[config.mk]
export PLATFORM = sky130hd
export DESIGN_NAME = adfc_top
export DESIGN_NICKNAME = d
export VERILOG_FILES = /design/src/common/adfc_pkg.sv /design/src/rtl/adfc_filter_unit.sv /design/src/rtl/adfc_irq.sv /design/src/rtl/adfc_top.sv
export SDC_FILE = /design/constraint.sdc
export NUM_CORES = 1
export LEC_CHECK = 0
export BUFFER_PORTS_ARGS = -buffer_cell sky130_fd_sc_hd__buf_2
export CAP_MARGIN = 20
export CORE_UTILIZATION = 35
export CTS_BUF_LIST = sky130_fd_sc_hd__clkbuf_8
export DETAILED_ROUTE_END_ITERATION = 8
export PLACE_DENSITY_LB_ADDON = 0.05
export SYNTH_ARGS = -nofsm -noshare
export SYNTH_HDL_FRONTEND = slang
export SYNTH_SLANG_ARGS = --single-unit
[constraint.sdc]
create_clock -name hclk -period 5.7 [get_ports hclk]
set_input_delay 1.425 -clock hclk [delete_from_list [all_inputs] [get_ports hclk]]
set_output_delay 1.425 -clock hclk [all_outputs]
set_load 0.005 [all_outputs]
[src/common/adfc_pkg.sv]
// shared constants and helpers for the conversion result filter and comparator channel enable block
package adfc_pkg;
    localparam int unsigned NUM_FILTERS      = 4;
    localparam int unsigned NUM_CMP          = 4;
    localparam int unsigned SAMPLE_W         = 12;
    localparam int unsigned ACC_W            = 20;
    localparam int unsigned RESULT_W         = 16;
    localparam int unsigned CHAN_W           = 5;
    localparam int unsigned NUM_CHANNELS     = 21;
    localparam int unsigned IDX_W            = 6;
    // register byte offsets, instance i sits at base + 4*i
    localparam logic [7:0]  OFF_FILTER_CTRL  = 8'h00;
    localparam logic [7:0]  OFF_FILTER_DATA  = 8'h10;
    localparam logic [7:0]  OFF_CMP_EN_LOW   = 8'h20;
    localparam logic [7:0]  OFF_CMP_EN_HIGH  = 8'h30;
    localparam logic [7:0]  OFF_IRQ_STATUS   = 8'h40;
    localparam logic [7:0]  OFF_IRQ_MASK     = 8'h44;
    // filter control field positions
    localparam int unsigned BIT_FILTER_ON    = 15;
    localparam int unsigned POS_MODE         = 13;
    localparam int unsigned POS_RATIO        = 10;
    localparam int unsigned BIT_IRQ_ENABLE   = 9;
    localparam int unsigned BIT_READY        = 8;
    localparam int unsigned POS_INPUT_SEL    = 0;
    localparam logic [15:0] CTRL_WRITE_MASK  = 16'hfe1f;
    localparam logic [15:0] CTRL_RESET       = 16'h0000;
    localparam logic [15:0] CMP_EN_RESET     = 16'h0000;
    localparam logic [4:0]  CMP_EN_HIGH_MASK = 5'h1f;
    localparam logic [3:0]  IRQ_MASK_RESET   = 4'h0;
    localparam logic [1:0]  MODE_OVERSAMPLE  = 2'h0;
    localparam logic [1:0]  MODE_AVERAGE     = 2'h3;

    // log2 of the sample count for a ratio code
    function automatic logic [3:0] ratio_log2(input logic avg, input logic [2:0] code);
        logic [3:0] n;
        n = {1'b0, code} + 4'h1;
        if (!avg) begin
            n = code[2] ? ({1'b0, code[1:0], 1'b0} + 4'h1) : ({1'b0, code[1:0], 1'b0} + 4'h2);
        end
        return n;
    endfunction

    // right shift that turns the accumulated sum into the published result
    function automatic logic [3:0] result_shift(input logic avg, input logic [3:0] l2);
        logic [3:0] s;
        s = l2;
        if (!avg) begin
            s = l2 - ((l2 + 4'h1) >> 1);
        end
        return s;
    endfunction
endpackage

[src/rtl/adfc_filter_unit.sv]
// one oversampling / averaging filter instance
`timescale 1ns/100ps
`default_nettype none
module adfc_filter_unit
    import adfc_pkg::*;
#(
    parameter int unsigned DATA_W = adfc_pkg::SAMPLE_W
) (
    input  wire logic                          hclk,
    input  wire logic                          hresetn,
    input  wire logic                          filter_on,
    input  wire logic [1:0]                    mode,
    input  wire logic [2:0]                    sample_ratio_select,
    input  wire logic [adfc_pkg::CHAN_W-1:0]   filter_input_select,
    input  wire logic                          conv_valid,
    input  wire logic [adfc_pkg::CHAN_W-1:0]   conv_channel,
    input  wire logic [DATA_W-1:0]             conv_data,
    output logic [adfc_pkg::RESULT_W-1:0]      result_r,
    output logic                               done_r
);
    logic [ACC_W-1:0] acc_r;
    logic [8:0]       cnt_r;
    wire logic        avg       = (mode == MODE_AVERAGE);
    wire logic        mode_ok   = avg || (mode == MODE_OVERSAMPLE);
    wire logic        take      = filter_on && mode_ok && conv_valid && (conv_channel == filter_input_select);
    wire logic [3:0]  l2        = ratio_log2(avg, sample_ratio_select);
    wire logic [8:0]  last      = 9'((10'h001 << l2) - 10'h001);
    wire logic [ACC_W-1:0] acc_nxt = acc_r + ACC_W'(conv_data);
    wire logic [ACC_W-1:0] scaled  = acc_nxt >> result_shift(avg, l2);

    // reserved mode codes leave the filter idle rather than guessing a behaviour
    always_ff @(posedge hclk or negedge hresetn) begin
        if (!hresetn) begin
            acc_r    <= '0;
            cnt_r    <= '0;
            result_r <= '0;
            done_r   <= 1'b0;
        end else begin
            done_r <= 1'b0;
            if (!filter_on) begin
                acc_r <= '0;
                cnt_r <= '0;
            end else if (take && cnt_r >= last) begin
                result_r <= scaled[RESULT_W-1:0];
                acc_r    <= '0;
                cnt_r    <= '0;
                done_r   <= 1'b1;
            end else if (take) begin
                acc_r <= acc_nxt;
                cnt_r <= cnt_r + 9'h001;
            end
        end
    end
endmodule
`default_nettype wire

[src/rtl/adfc_irq.sv]
// sticky interrupt status with mask, cleared by a status read
`timescale 1ns/100ps
`default_nettype none
module adfc_irq #(
    parameter int unsigned N = 4
) (
    input  wire logic         hclk,
    input  wire logic         hresetn,
    input  wire logic [N-1:0] event_in,
    input  wire logic         status_read,
    input  wire logic         mask_write,
    input  wire logic [N-1:0] mask_wdata,
    output logic [N-1:0]      status_r,
    output logic [N-1:0]      mask_r,
    output logic              irq
);
    // a new event in the clearing cycle survives the read
    wire logic [N-1:0] status_nxt = (status_read ? '0 : status_r) | event_in;

    always_ff @(posedge hclk or negedge hresetn) begin
        if (!hresetn) begin
            status_r <= '0;
            mask_r   <= N'(adfc_pkg::IRQ_MASK_RESET);
        end else begin
            status_r <= status_nxt;
            if (mask_write) begin
                mask_r <= mask_wdata;
            end
        end
    end

    assign irq = |(status_r & mask_r);
endmodule
`default_nettype wire

[src/rtl/adfc_top.sv]
// conversion result filters and comparator channel enables behind an AHB-Lite slave
`timescale 1ns/100ps
`default_nettype none
module adfc_top
    import adfc_pkg::*;
#(
    parameter int unsigned NF = adfc_pkg::NUM_FILTERS,
    parameter int unsigned NC = adfc_pkg::NUM_CMP
) (
    input  wire logic                         hclk,
    input  wire logic                         hresetn,
    input  wire logic                         hsel,
    input  wire logic [31:0]                  haddr,
    input  wire logic [1:0]                   htrans,
    input  wire logic                         hwrite,
    input  wire logic [2:0]                   hsize,
    input  wire logic                         hready,
    input  wire logic [31:0]                  hwdata,
    output logic [31:0]                       hrdata,
    output logic                              hreadyout,
    output logic                              hresp,
    input  wire logic                         conv_valid,
    input  wire logic [adfc_pkg::CHAN_W-1:0]  conv_channel,
    input  wire logic [adfc_pkg::SAMPLE_W-1:0] conv_data,
    output logic [NC-1:0]                     cmp_feed_valid_r,
    output logic [adfc_pkg::CHAN_W-1:0]       cmp_feed_channel_r,
    output logic [adfc_pkg::SAMPLE_W-1:0]     cmp_feed_data_r,
    output logic [NF-1:0]                     filter_ready,
    output logic                              irq
);
    import adfc_pkg::*;

    // bus address/data phase tracking
    logic              wr_pend_r;
    logic              rd_pend_r;
    logic [IDX_W-1:0]  idx_r;

    // register storage
    logic [15:0]       ctrl_r [NF];
    logic [15:0]       cmp_en_low_r [NC];
    logic [4:0]        cmp_en_high_r [NC];
    logic [NF-1:0]     ready_r;

    // filter outputs
    logic [RESULT_W-1:0] result_w [NF];
    logic [NF-1:0]       done_w;

    // interrupt block outputs
    logic [NF-1:0]     irq_status_w;
    logic [NF-1:0]     irq_mask_w;

    // word index of a byte offset
    function automatic logic [IDX_W-1:0] word_idx(input logic [7:0] off);
        return off[7:2];
    endfunction

    wire logic             addr_phase = hsel && htrans[1] && hready;
    wire logic [IDX_W-1:0] addr_idx   = haddr[IDX_W+1:2];

    always_ff @(posedge hclk or negedge hresetn) begin
        if (!hresetn) begin
            wr_pend_r <= 1'b0;
            rd_pend_r <= 1'b0;
            idx_r     <= '0;
        end else begin
            wr_pend_r <= addr_phase && hwrite;
            rd_pend_r <= addr_phase && !hwrite;
            if (addr_phase) begin
                idx_r <= addr_idx;
            end
        end
    end

    // zero wait states, every access answered OKAY
    assign hreadyout = 1'b1;
    assign hresp     = 1'b0;

    // decode of the data-phase index into register groups
    wire logic [IDX_W-1:0] base_ctrl  = word_idx(OFF_FILTER_CTRL);
    wire logic [IDX_W-1:0] base_data  = word_idx(OFF_FILTER_DATA);
    wire logic [IDX_W-1:0] base_enl   = word_idx(OFF_CMP_EN_LOW);
    wire logic [IDX_W-1:0] base_enh   = word_idx(OFF_CMP_EN_HIGH);
    wire logic             hit_ctrl   = (idx_r >= base_ctrl) && (idx_r < base_ctrl + IDX_W'(NF));
    wire logic             hit_data   = (idx_r >= base_data) && (idx_r < base_data + IDX_W'(NF));
    wire logic             hit_enl    = (idx_r >= base_enl)  && (idx_r < base_enl + IDX_W'(NC));
    wire logic             hit_enh    = (idx_r >= base_enh)  && (idx_r < base_enh + IDX_W'(NC));
    wire logic             hit_status = (idx_r == word_idx(OFF_IRQ_STATUS));
    wire logic             hit_mask   = (idx_r == word_idx(OFF_IRQ_MASK));
    wire logic [1:0]       sub        = idx_r[1:0];

    wire logic             wr_ctrl    = wr_pend_r && hit_ctrl;
    wire logic             wr_enl     = wr_pend_r && hit_enl;
    wire logic             wr_enh     = wr_pend_r && hit_enh;
    wire logic             wr_mask    = wr_pend_r && hit_mask;
    wire logic             rd_data    = rd_pend_r && hit_data;
    wire logic             rd_status  = rd_pend_r && hit_status;

    // control registers: ready bit is hardware owned, bits 7..5 never stored
    always_ff @(posedge hclk or negedge hresetn) begin
        if (!hresetn) begin
            for (int i = 0; i < NF; i++) begin
                ctrl_r[i] <= CTRL_RESET;
            end
        end else if (wr_ctrl) begin
            ctrl_r[sub] <= hwdata[15:0] & CTRL_WRITE_MASK;
        end
    end

    always_ff @(posedge hclk or negedge hresetn) begin
        if (!hresetn) begin
            for (int i = 0; i < NC; i++) begin
                cmp_en_low_r[i]  <= CMP_EN_RESET;
                cmp_en_high_r[i] <= CMP_EN_RESET[4:0];
            end
        end else begin
            if (wr_enl) begin
                cmp_en_low_r[sub] <= hwdata[15:0];
            end
            if (wr_enh) begin
                cmp_en_high_r[sub] <= hwdata[4:0] & CMP_EN_HIGH_MASK;
            end
        end
    end

    // field views of each filter control register
    logic [NF-1:0] f_on;
    logic [NF-1:0] f_irq_en;
    logic [1:0]    f_mode   [NF];
    logic [2:0]    f_ratio  [NF];
    logic [4:0]    f_insel  [NF];

    always_comb begin
        for (int i = 0; i < NF; i++) begin
            f_on[i]     = ctrl_r[i][BIT_FILTER_ON];
            f_irq_en[i] = ctrl_r[i][BIT_IRQ_ENABLE];
            f_mode[i]   = ctrl_r[i][POS_MODE +: 2];
            f_ratio[i]  = ctrl_r[i][POS_RATIO +: 3];
            f_insel[i]  = ctrl_r[i][POS_INPUT_SEL +: CHAN_W];
        end
    end

    // input codes above the band gap are not range checked, so a result carrying the same channel code still feeds the filter
    for (genvar g = 0; g < NF; g++) begin : g_filter
        adfc_filter_unit #(
            .DATA_W (SAMPLE_W)
        ) u_filter (
            .hclk                (hclk),
            .hresetn             (hresetn),
            .filter_on           (f_on[g]),
            .mode                (f_mode[g]),
            .sample_ratio_select (f_ratio[g]),
            .filter_input_select (f_insel[g]),
            .conv_valid          (conv_valid),
            .conv_channel        (conv_channel),
            .conv_data           (conv_data),
            .result_r            (result_w[g]),
            .done_r              (done_w[g])
        );
    end

    // ready: disable forces clear, a new result beats a read in the same cycle
    logic [NF-1:0] rd_data_hit;
    always_comb begin
        rd_data_hit = '0;
        if (rd_data) begin
            rd_data_hit[sub] = 1'b1;
        end
    end

    wire logic [NF-1:0] ready_nxt = f_on & (done_w | (ready_r & ~rd_data_hit));

    always_ff @(posedge hclk or negedge hresetn) begin
        if (!hresetn) begin
            ready_r <= '0;
        end else begin
            ready_r <= ready_nxt;
        end
    end

    assign filter_ready = ready_r;

    // only filters with their enable bit set feed the common interrupt
    adfc_irq #(
        .N (NF)
    ) u_irq (
        .hclk        (hclk),
        .hresetn     (hresetn),
        .event_in    (done_w & f_irq_en),
        .status_read (rd_status),
        .mask_write  (wr_mask),
        .mask_wdata  (hwdata[NF-1:0]),
        .status_r    (irq_status_w),
        .mask_r      (irq_mask_w),
        .irq         (irq)
    );

    // comparator feed: a result passes to comparator c only if its channel is enabled there
    logic [NC-1:0] ch_use;
    always_comb begin
        for (int c = 0; c < NC; c++) begin
            ch_use[c] = 1'b0;
            if (conv_channel < 5'd16) begin
                ch_use[c] = cmp_en_low_r[c][conv_channel[3:0]];
            end else if (conv_channel < 5'(NUM_CHANNELS)) begin
                ch_use[c] = cmp_en_high_r[c][3'(conv_channel - 5'd16)];
            end
        end
    end

    always_ff @(posedge hclk or negedge hresetn) begin
        if (!hresetn) begin
            cmp_feed_valid_r   <= '0;
            cmp_feed_channel_r <= '0;
            cmp_feed_data_r    <= '0;
        end else begin
            cmp_feed_valid_r <= {NC{conv_valid}} & ch_use;
            if (conv_valid) begin
                cmp_feed_channel_r <= conv_channel;
                cmp_feed_data_r    <= conv_data;
            end
        end
    end

    // read mux on the data-phase index; unmapped words read zero
    logic [15:0] rd_word;
    always_comb begin
        rd_word = 16'h0000;
        if (hit_ctrl) begin
            rd_word = ctrl_r[sub];
            rd_word[BIT_READY] = ready_r[sub];
        end else if (hit_data) begin
            rd_word = result_w[sub];
        end else if (hit_enl) begin
            rd_word = cmp_en_low_r[sub];
        end else if (hit_enh) begin
            rd_word = {11'h000, cmp_en_high_r[sub]};
        end else if (hit_status) begin
            rd_word = {{(16-NF){1'b0}}, irq_status_w};
        end else if (hit_mask) begin
            rd_word = {{(16-NF){1'b0}}, irq_mask_w};
        end
    end

    // only driven in a read data phase so idle cycles keep the bus quiet
    assign hrdata = rd_pend_r ? {16'h0000, rd_word} : 32'h0000_0000;
endmodule
`default_nettype wire

=== Word-level counts from Yosys, hierarchy flattened ===
Cells that the tools add are included.

* Reductions and logical operators: 46
* Shift operators: 8
* Order comparisons: 20
* $add $sub $neg: 33
* Muxes and demuxes: 100
* Bitwise logic cells: 9
* Equal/unequal tests: 14

{| class="wikitable"
|+ Operators by type and width
! cell !! count
|-
| two-way mux 20 bit || 12
|-
| two-way mux 16 bit || 11
|-
| bitwise mux 64 bit || 2
|-
| two-way mux 9 bit || 12
|-
| binary-select mux 16 bit (select 2 bit) || 3
|-
| adder 20 x 12 -> 20 bit || 4
|-
| right shift 20 x 4 -> 16 bit || 4
|-
| two-way mux 4 bit || 16
|-
| adder 9 x 1 -> 9 bit, second input constant || 4
|-
| greater-or-equal comparator 9 bit || 4
|-
| << shifter 1 x 4 -> 9 bit, first input constant || 4
|-
| subtractor 9 x 1 -> 9 bit, second input constant || 4
|-
| adder 3 x 1 -> 4 bit, second input constant || 8
|-
| demux 16 bit (select 2 bit) || 1
|-
| logical AND 1 bit || 32
|-
| two-way mux 1 bit || 26
|-
| AND 4 bit || 5
|-
| bitwise mux 20 bit || 1
|-
| equality test 5 bit || 4
|-
| two-way mux 5 bit || 4
|-
| adder 3 x 2 -> 4 bit, second input constant || 4
|-
| adder 4 x 1 -> 4 bit, second input constant || 4
|-
| binary-select mux 1 bit (select 4 bit) || 4
|-
| subtractor 4 x 3 -> 4 bit || 4
|-
| 30 further kinds || 53
|}

* Output and inout port bits: 60
* Bits in registers: 373

=== Longest topological paths before layout ===
* Depth in word-level cells: 9
* Gate-level depth with buffers: 26
* Gate-level depth less buffers: 23

=== By module ===
From an unflattened synthesis, not the netlist that was laid out.

* Cell total of the unflattened synthesis: 2824
* Area total of the unflattened synthesis: 26713.1 um2

{| class="wikitable"
|+ By module, submodules not included
! module !! sequential area each (um2) !! instances !! area an instance (um2) !! cells each
|-
| adfc_filter_unit at g_filter[0].u_filter ... || 1151.1 || 3 || 4309.1 || 534
|-
| adfc_top || 4129.0 || 1 || 8898.5 || 637
|-
| adfc_filter_unit at g_filter[3].u_filter || 1151.1 || 1 || 4589.4 || 565
|-
| adfc_irq || 200.2 || 1 || 297.8 || 20
|}

=== Worst setup path before layout ===
OpenSTA, ideal clock, no wires.

* Kind: register to register
* Start: reg ctrl_r[11] in the netlist's numbering
* End: reg g_filter[3].u_filter.result_r[8] in the netlist's numbering
* Cell stages (with the launch flop): 23
* Required time: 5.574 ns
* Data arrival time: 4.437 ns
* Setup slack: 1.137 ns
* Library setup time: 0.126 ns
* Period minus slack after synthesis: 4.563 ns
* Cells stage by stage: dfrtp_1 ha_1 and2_1 a211oi_1 nor2_2 nor3_1 nand2_1 ha_1 inv_1 a2111oi_0 a21oi_1 o22ai_1 ha_1 o21a_1 o21a_1 o31a_1 a311o_1 nand2b_1 clkbuf_1 clkinv_1 nand2_1 inv_1 a221o_1

* Word-level cells in the longest chain between the ends: 8
* Elaborated cells on any way between the ends: 14
* Classes of those cells: 6 x add/sub; 1 x order compare; 2 x shift; 3 x mux; 2 x reduce/logical

{| class="wikitable"
|+ RTL lines
! what !! RTL line !! text
|-
| start: declaration || adfc_top.sv:39 || <nowiki>logic [15:0] ctrl_r [NF];</nowiki>
|-
| start signal: indexed assignment || adfc_top.sv:105 || <nowiki>ctrl_r[sub] <= hwdata[15:0] & CTRL_WRITE_MASK;</nowiki>
|-
| adder 3 x 2 -> 4 bit / adder 3 x 1 -> 4 bit (equally long branches) || adfc_pkg.sv:38 || <nowiki>n = code[2] ? ({1'b0, code[1:0], 1'b0} + 4'h1) : ({1'b0, code[1:0], 1'b0} + 4'h2);</nowiki>
|-
| two-way mux 4 bit || adfc_pkg.sv:38 ||
|-
| two-way mux 4 bit (*) || adfc_pkg.sv:37 || <nowiki>if (!avg) begin</nowiki>
|-
| << shifter 1 x 4 -> 9 bit || adfc_filter_unit.sv:27 || <nowiki>wire logic [8:0] last = 9'((10'h001 << l2) - 10'h001);</nowiki>
|-
| subtractor 9 x 1 -> 9 bit || adfc_filter_unit.sv:27 ||
|-
| greater-or-equal comparator 9 bit || adfc_filter_unit.sv:43 || <nowiki>end else if (take && cnt_r >= last) begin</nowiki>
|-
| logical AND 1 bit || adfc_filter_unit.sv:43 ||
|-
| AND reduction 2 bit (no source line) || -- ||
|-
| end signal: assignment || adfc_filter_unit.sv:44 || <nowiki>result_r <= scaled[RESULT_W-1:0];</nowiki>
|-
| end: declaration || adfc_filter_unit.sv:18 || <nowiki>output logic [adfc_pkg::RESULT_W-1:0] result_r,</nowiki>
|}

Mark *: on every way between the ends. The rest lies on a longest branch, timed or not.
A chain may end at the register's enable or synchronous reset.

=== Worst setup path after layout ===
* Start: reg ctrl_r[26] in the netlist's numbering
* End: reg g_filter[2].u_filter.result_r[0] in the netlist's numbering

* Word-level cells in the longest chain between the ends: 8
* Elaborated cells on any way between the ends: 14
* Classes of those cells: 6 x add/sub; 1 x order compare; 2 x shift; 3 x mux; 2 x reduce/logical

{| class="wikitable"
|+ RTL lines
! what !! RTL line
|-
| adder 3 x 2 -> 4 bit / adder 3 x 1 -> 4 bit (equally long branches) || adfc_pkg.sv:38
|-
| two-way mux 4 bit || adfc_pkg.sv:38
|-
| two-way mux 4 bit (*) || adfc_pkg.sv:37
|-
| << shifter 1 x 4 -> 9 bit || adfc_filter_unit.sv:27
|-
| subtractor 9 x 1 -> 9 bit || adfc_filter_unit.sv:27
|-
| greater-or-equal comparator 9 bit || adfc_filter_unit.sv:43
|-
| logical AND 1 bit || adfc_filter_unit.sv:43
|-
| AND reduction 2 bit (no source line) || --
|-
| end signal: assignment || adfc_filter_unit.sv:44
|-
| end: declaration || adfc_filter_unit.sv:18
|}

Marks and branches as above.

==> results.rst <==
.. list-table::
   :header-rows: 1

   * - Metric
     - Value
   * - Total buffers and inverters traversed by the critical path
     - 2
   * - Internal power
     - around 0.0058 W
   * - Die boundary height
     - 279 um
   * - Top cells by area, synth
     - sky130_fd_sc_hd__dfrtp_1 (33%), sky130_fd_sc_hd__mux2_2 (7.6%), sky130_fd_sc_hd__ha_1 (5.4%)
   * - Clock Tree Buf Depth
     - 3
   * - Total negative slack for setup checks
     - 0 ns
   * - Final nets
     - 3161
   * - Cell repeated most along the worst path
     - sky130_fd_sc_hd__ha_1
   * - Standard cell core area
     - roughly 0.076 mm2
   * - Hold Vio Cnt, Final
     - 0
   * - Launch instance of the worst min-delay path
     - g_filter[2].u_filter.acc_r[10]
   * - Deepest level of the CTS H-tree
     - 3
   * - Max-cap violations
     - 0
   * - Area taken by multi-input logic gates
     - 0.0169 mm2
   * - Post-synth top area share
     - approximately 33%
   * - DRC violation count after routing
     - 0
   * - Maximum cell stage delay along the critical path
     - about 0.67 ns
   * - Via-to-Cell Ratio
     - just under 6
   * - Final estimated routing congestion in global placement
     - between 0.8 and 0.9
   * - Outcome
     - finished, final reports clean
   * - Combinational power share
     - approximately two fifths
   * - Net switching share of the total power
     - 40.0%
   * - Type of element capturing the critical path
     - flop
   * - Placed Cells incl. Taps
     - ~3900
   * - Initial Utilization
     - between 30% and 40%
   * - Count of antenna-violating nets left after detailed routing
     - 0
   * - Fillers
     - 7647
   * - Total net switching power
     - roughly 0.0039 W
   * - Hold Crit Class
     - flop to flop
   * - Number of max-slew violations in the final report
     - 0
   * - Clock Sink Count
     - 357
   * - Number of global-route vias before repair
     - between 20000 and 25000
   * - Leading area contributor after synthesis
     - sky130_fd_sc_hd__dfrtp_1
   * - Startpoint of the lowest-slack register-to-register path
     - ctrl_r[26]
   * - Register-to-register path setup slack
     - approximately 0.57 ns
   * - DRT Wirelength
     - about 90 mm
   * - Boundary Pins
     - 152
   * - Die Width
     - ~280 um
   * - Synthesis warning total
     - 0
   * - Slowest cell on crit path
     - sky130_fd_sc_hd__o21ai_1
   * - Reg power frac
     - roughly 29%
   * - Synthesized flop and latch total
     - approximately 360
   * - Netlist cell types
     - about 110
   * - Synth async-reset ratio
     - 100%
   * - Crit path max fanout
     - 13
   * - Class of the most critical setup path
     - flop to flop
   * - Leakage dissipation
     - roughly 13 nW
   * - Worst vdd ir
     - 0.205 mV
   * - Area occupied by registers
     - roughly 0.0089 mm2
   * - Most common cell after layout, fill and taps aside
     - sky130_fd_sc_hd__dfrtp_1
   * - CP Cell Sequence
     - ha_1, and2_1, o21ai_0, and2_1, clkinv_1, ha_1, xnor2_1, ha_1, inv_1, o21ai_1, a2bb2oi_1, o221ai_1, mux2i_1, a2111oi_0, nor3_1
   * - Clock tree from TritonCTS
     - done
   * - Sequential cell area fraction in the yosys report
     - 33.4%
   * - Post-DP Area
     - roughly 0.028 mm2
   * - Area Overhead vs Synth
     - 11.5%
   * - Grt total ovfl
     - 0
   * - Family with the most delay on the worst path
     - compound AO/OA/AOI/OAI gates
   * - Maximum number of pins on one net before global-route repair
     - 119
   * - Reg clk slew, reported paths
     - around 0.06 ns
   * - Most frequently used flop master after synthesis
     - sky130_fd_sc_hd__dfrtp_1
   * - Period minus WS final
     - slightly above 5 ns
   * - Unrepaired setup endpoints after global routing
     - false
   * - Data arrival time of the worst path
     - approximately 5.6 ns
   * - Upper clock frequency limit
     - between 0.15 and 0.2 GHz
   * - End of the worst register-to-register path
     - g_filter[2].u_filter.result_r[0]
   * - First element of the critical path
     - ctrl_r[26]
   * - Commonest cells after routing, fill and taps aside
     - sky130_fd_sc_hd__dfrtp_1 (355), sky130_fd_sc_hd__nand2_1 (304), sky130_fd_sc_hd__nor2_1 (229)
   * - Clk network pwr share
     - roughly 30%
   * - Finished Cell Area
     - 0.0299 mm2
   * - Routed wirelength normalized by instance count
     - about 23 um
   * - Clock skew after layout
     - roughly 0.044 ns
   * - Startpoint type of the worst setup path
     - flop
   * - First-pass GRT wire length
     - approximately 140 mm
   * - Utilization after layout
     - 39.4%
   * - Gate count of the mapped netlist
     - about 2900
   * - Ratio of cells with drive above 1 in the final layout
     - a little under a fifth
   * - Worst skew pair latency
     - ~0.66 ns
   * - Hold depth
     - 2
   * - Final Power
     - between 0.009 and 0.01 W
   * - Number of cells traversed by the worst register-to-register path
     - 15
   * - Number of violations reported at the end of detailed-routing iteration 0
     - roughly 1700
   * - Post-synthesis area per instance
     - between 9 and 10 um2
   * - Power density relative to cell area
     - ~320 mW/mm2
   * - Number of vias in the routed layout
     - between 20000 and 25000
   * - Inserted Clock Buffers
     - 73
   * - Final HPWL from detailed placement
     - around 66 mm
   * - Non-filler cells in the finished layout
     - ~4000
   * - Router iterations before antenna repair
     - 7
   * - Setup-violating endpoint count in the final report
     - 0
   * - Synthesized cell area
     - about 0.027 mm2
   * - Hold endpoint
     - g_filter[2].u_filter.acc_r[10]
   * - Final period util
     - roughly 90%
   * - Antenna violations before repair
     - 9
   * - EDFF count, synth
     - 0
   * - Root buffer cell
     - sky130_fd_sc_hd__clkbuf_8
   * - Normalized max-slew margin
     - 27.7%
   * - Count of input and output buffers
     - between 80 and 90
   * - Actual transition at the worst max-transition pin
     - 1.08 ns
   * - Required @ worst endpoint
     - between 6 and 7 ns
   * - Die outline area
     - between 0.07 and 0.08 mm2
   * - FP Rows
     - slightly above 100
   * - Combined global-route utilization of all metal layers
     - 23.1%
## how the worst max path moves through the flow
stage / endpoint / slack [ns] / cells after the start
2_1_floorplan: g_filter[3].u_filter.result_r[8] / 1.14 / 22
3_3_place_gp: g_filter[2].u_filter.acc_r[18] / 0.47 / 21
3_5_place_dp: g_filter[2].u_filter.acc_r[19] / 0.45 / 22
4_1_cts: g_filter[2].u_filter.acc_r[19] / 0.40 / 22
5_1_grt: g_filter[2].u_filter.result_r[4] / 0.06 / 15
6_report: g_filter[2].u_filter.result_r[0] / 0.57 / 15
## power groups by stage
| stage | Sequential, W | Clock [W] | Combinational, W |
|---|---|---|---|
| finish | 0.00283 | 0.00294 | 0.00393 |
| global route | 0.00285 | 0.00317 | 0.00433 |
| detailed placement | 0.00287 | 0 | 0.00391 |
| CTS | 0.00283 | 0.00307 | 0.00393 |
| global placement | 0.00287 | 0 | 0.00389 |
| floorplan | 0.00275 | 0 | 0.00291 |
## synthesized netlist by cell type (all sizes together) (23+ instances only)
cell	n
buf	69
o21ai	237
nand2b	33
mux2i	88
nand3	58
mux2	182
a211oi	46
o21a	33
or3	23
nand2	304
o31ai	25
inv	49
o211ai	24
a221oi	25
nor3	58
a21oi	164
and2	34
a22o	45
nor2b	27
xnor2	61
nor2	230
and3	37
a21o	40
dfrtp	357
mux4	63
clkbuf	136
xor2	51
ha	115
## registers in the layout (all words and copies together), names as in the netlist
name	cells
rd_pend_r	1
cmp_en_low_r	64
cmp_feed_valid_r	4
u_irq.status_r	4
cmp_feed_channel_r	5
g_filter.u_filter.done_r	4
wr_pend_r	1
cmp_feed_data_r	12
filter_ready	4
cmp_en_high_r	20
idx_r	6
g_filter.u_filter.cnt_r	36
g_filter.u_filter.acc_r	80
u_irq.mask_r	4
g_filter.u_filter.result_r	64
ctrl_r	48
## tightest hold or removal path, delay by kind of cell (launching register included)
family / cells / cell delay, ns
AOI/OAI and AO/OA: 1 / 0.06
DFF: 1 / 0.34
and+or+nand+nor: 1 / 0.04
## metal layers
| metal | vias up | GRT usage [%] | wire [um] |
|---|---|---|---|
| met5 | - | 0 | 17 |
| met4 | 2 | 5.90 | 2010 |
| met3 | 124 | 3.32 | 4260 |
| met2 | 583 | 36.8 | 41600 |
| met1 | 11700 | 32.8 | 42000 |
| li1 | 10900 | - | - |
## kinds of logic after synthesis
logic type / after synthesis / share of synthesized area, %
AOI/OAI and AO/OA: 840 / 21.3
xor gates and xnor gates: 113 / 3.75
adders and majority gates: 119 / 5.67
buffers and inverters: 258 / 4.02
DFF: 357 / 33.4
muxes: 333 / 16.3
other: 2 / 0.0281
and+or+nand+nor: 886 / 15.5
## metrics by stage
step	hold WS (ns)	setup slack, ns
after floorplan	0.443	1.14
after global placement	0.472	0.471
after detailed placement	0.477	0.450
after CTS	0.490	0.402
after global routing	0.514	0.0640
final	0.484	0.575
## cell type report
cell class | count | area share, %
Clock buffer | 96 | 4.43
Timing Repair Buffer | 156 | 3.39
Tap cell | 978 | 4.10
Inverter | 53 | 0.666
Antenna cell | 2 | 0.0168
Clock inverter | 38 | 0.943
Sequential cell | 357 | 29.9
Multi-Input combinational cell | 2309 | 56.5
## repair_timing
action | CTS | global route
buffers inserted | 0 | 0
hold buffers | 0 | 0
setup endpoints to repair | 0 | 3
hold endpoints to repair | 0 | 0
resized for setup | 0 | 2
No activity file was read; power rests on OpenSTA's default activity.
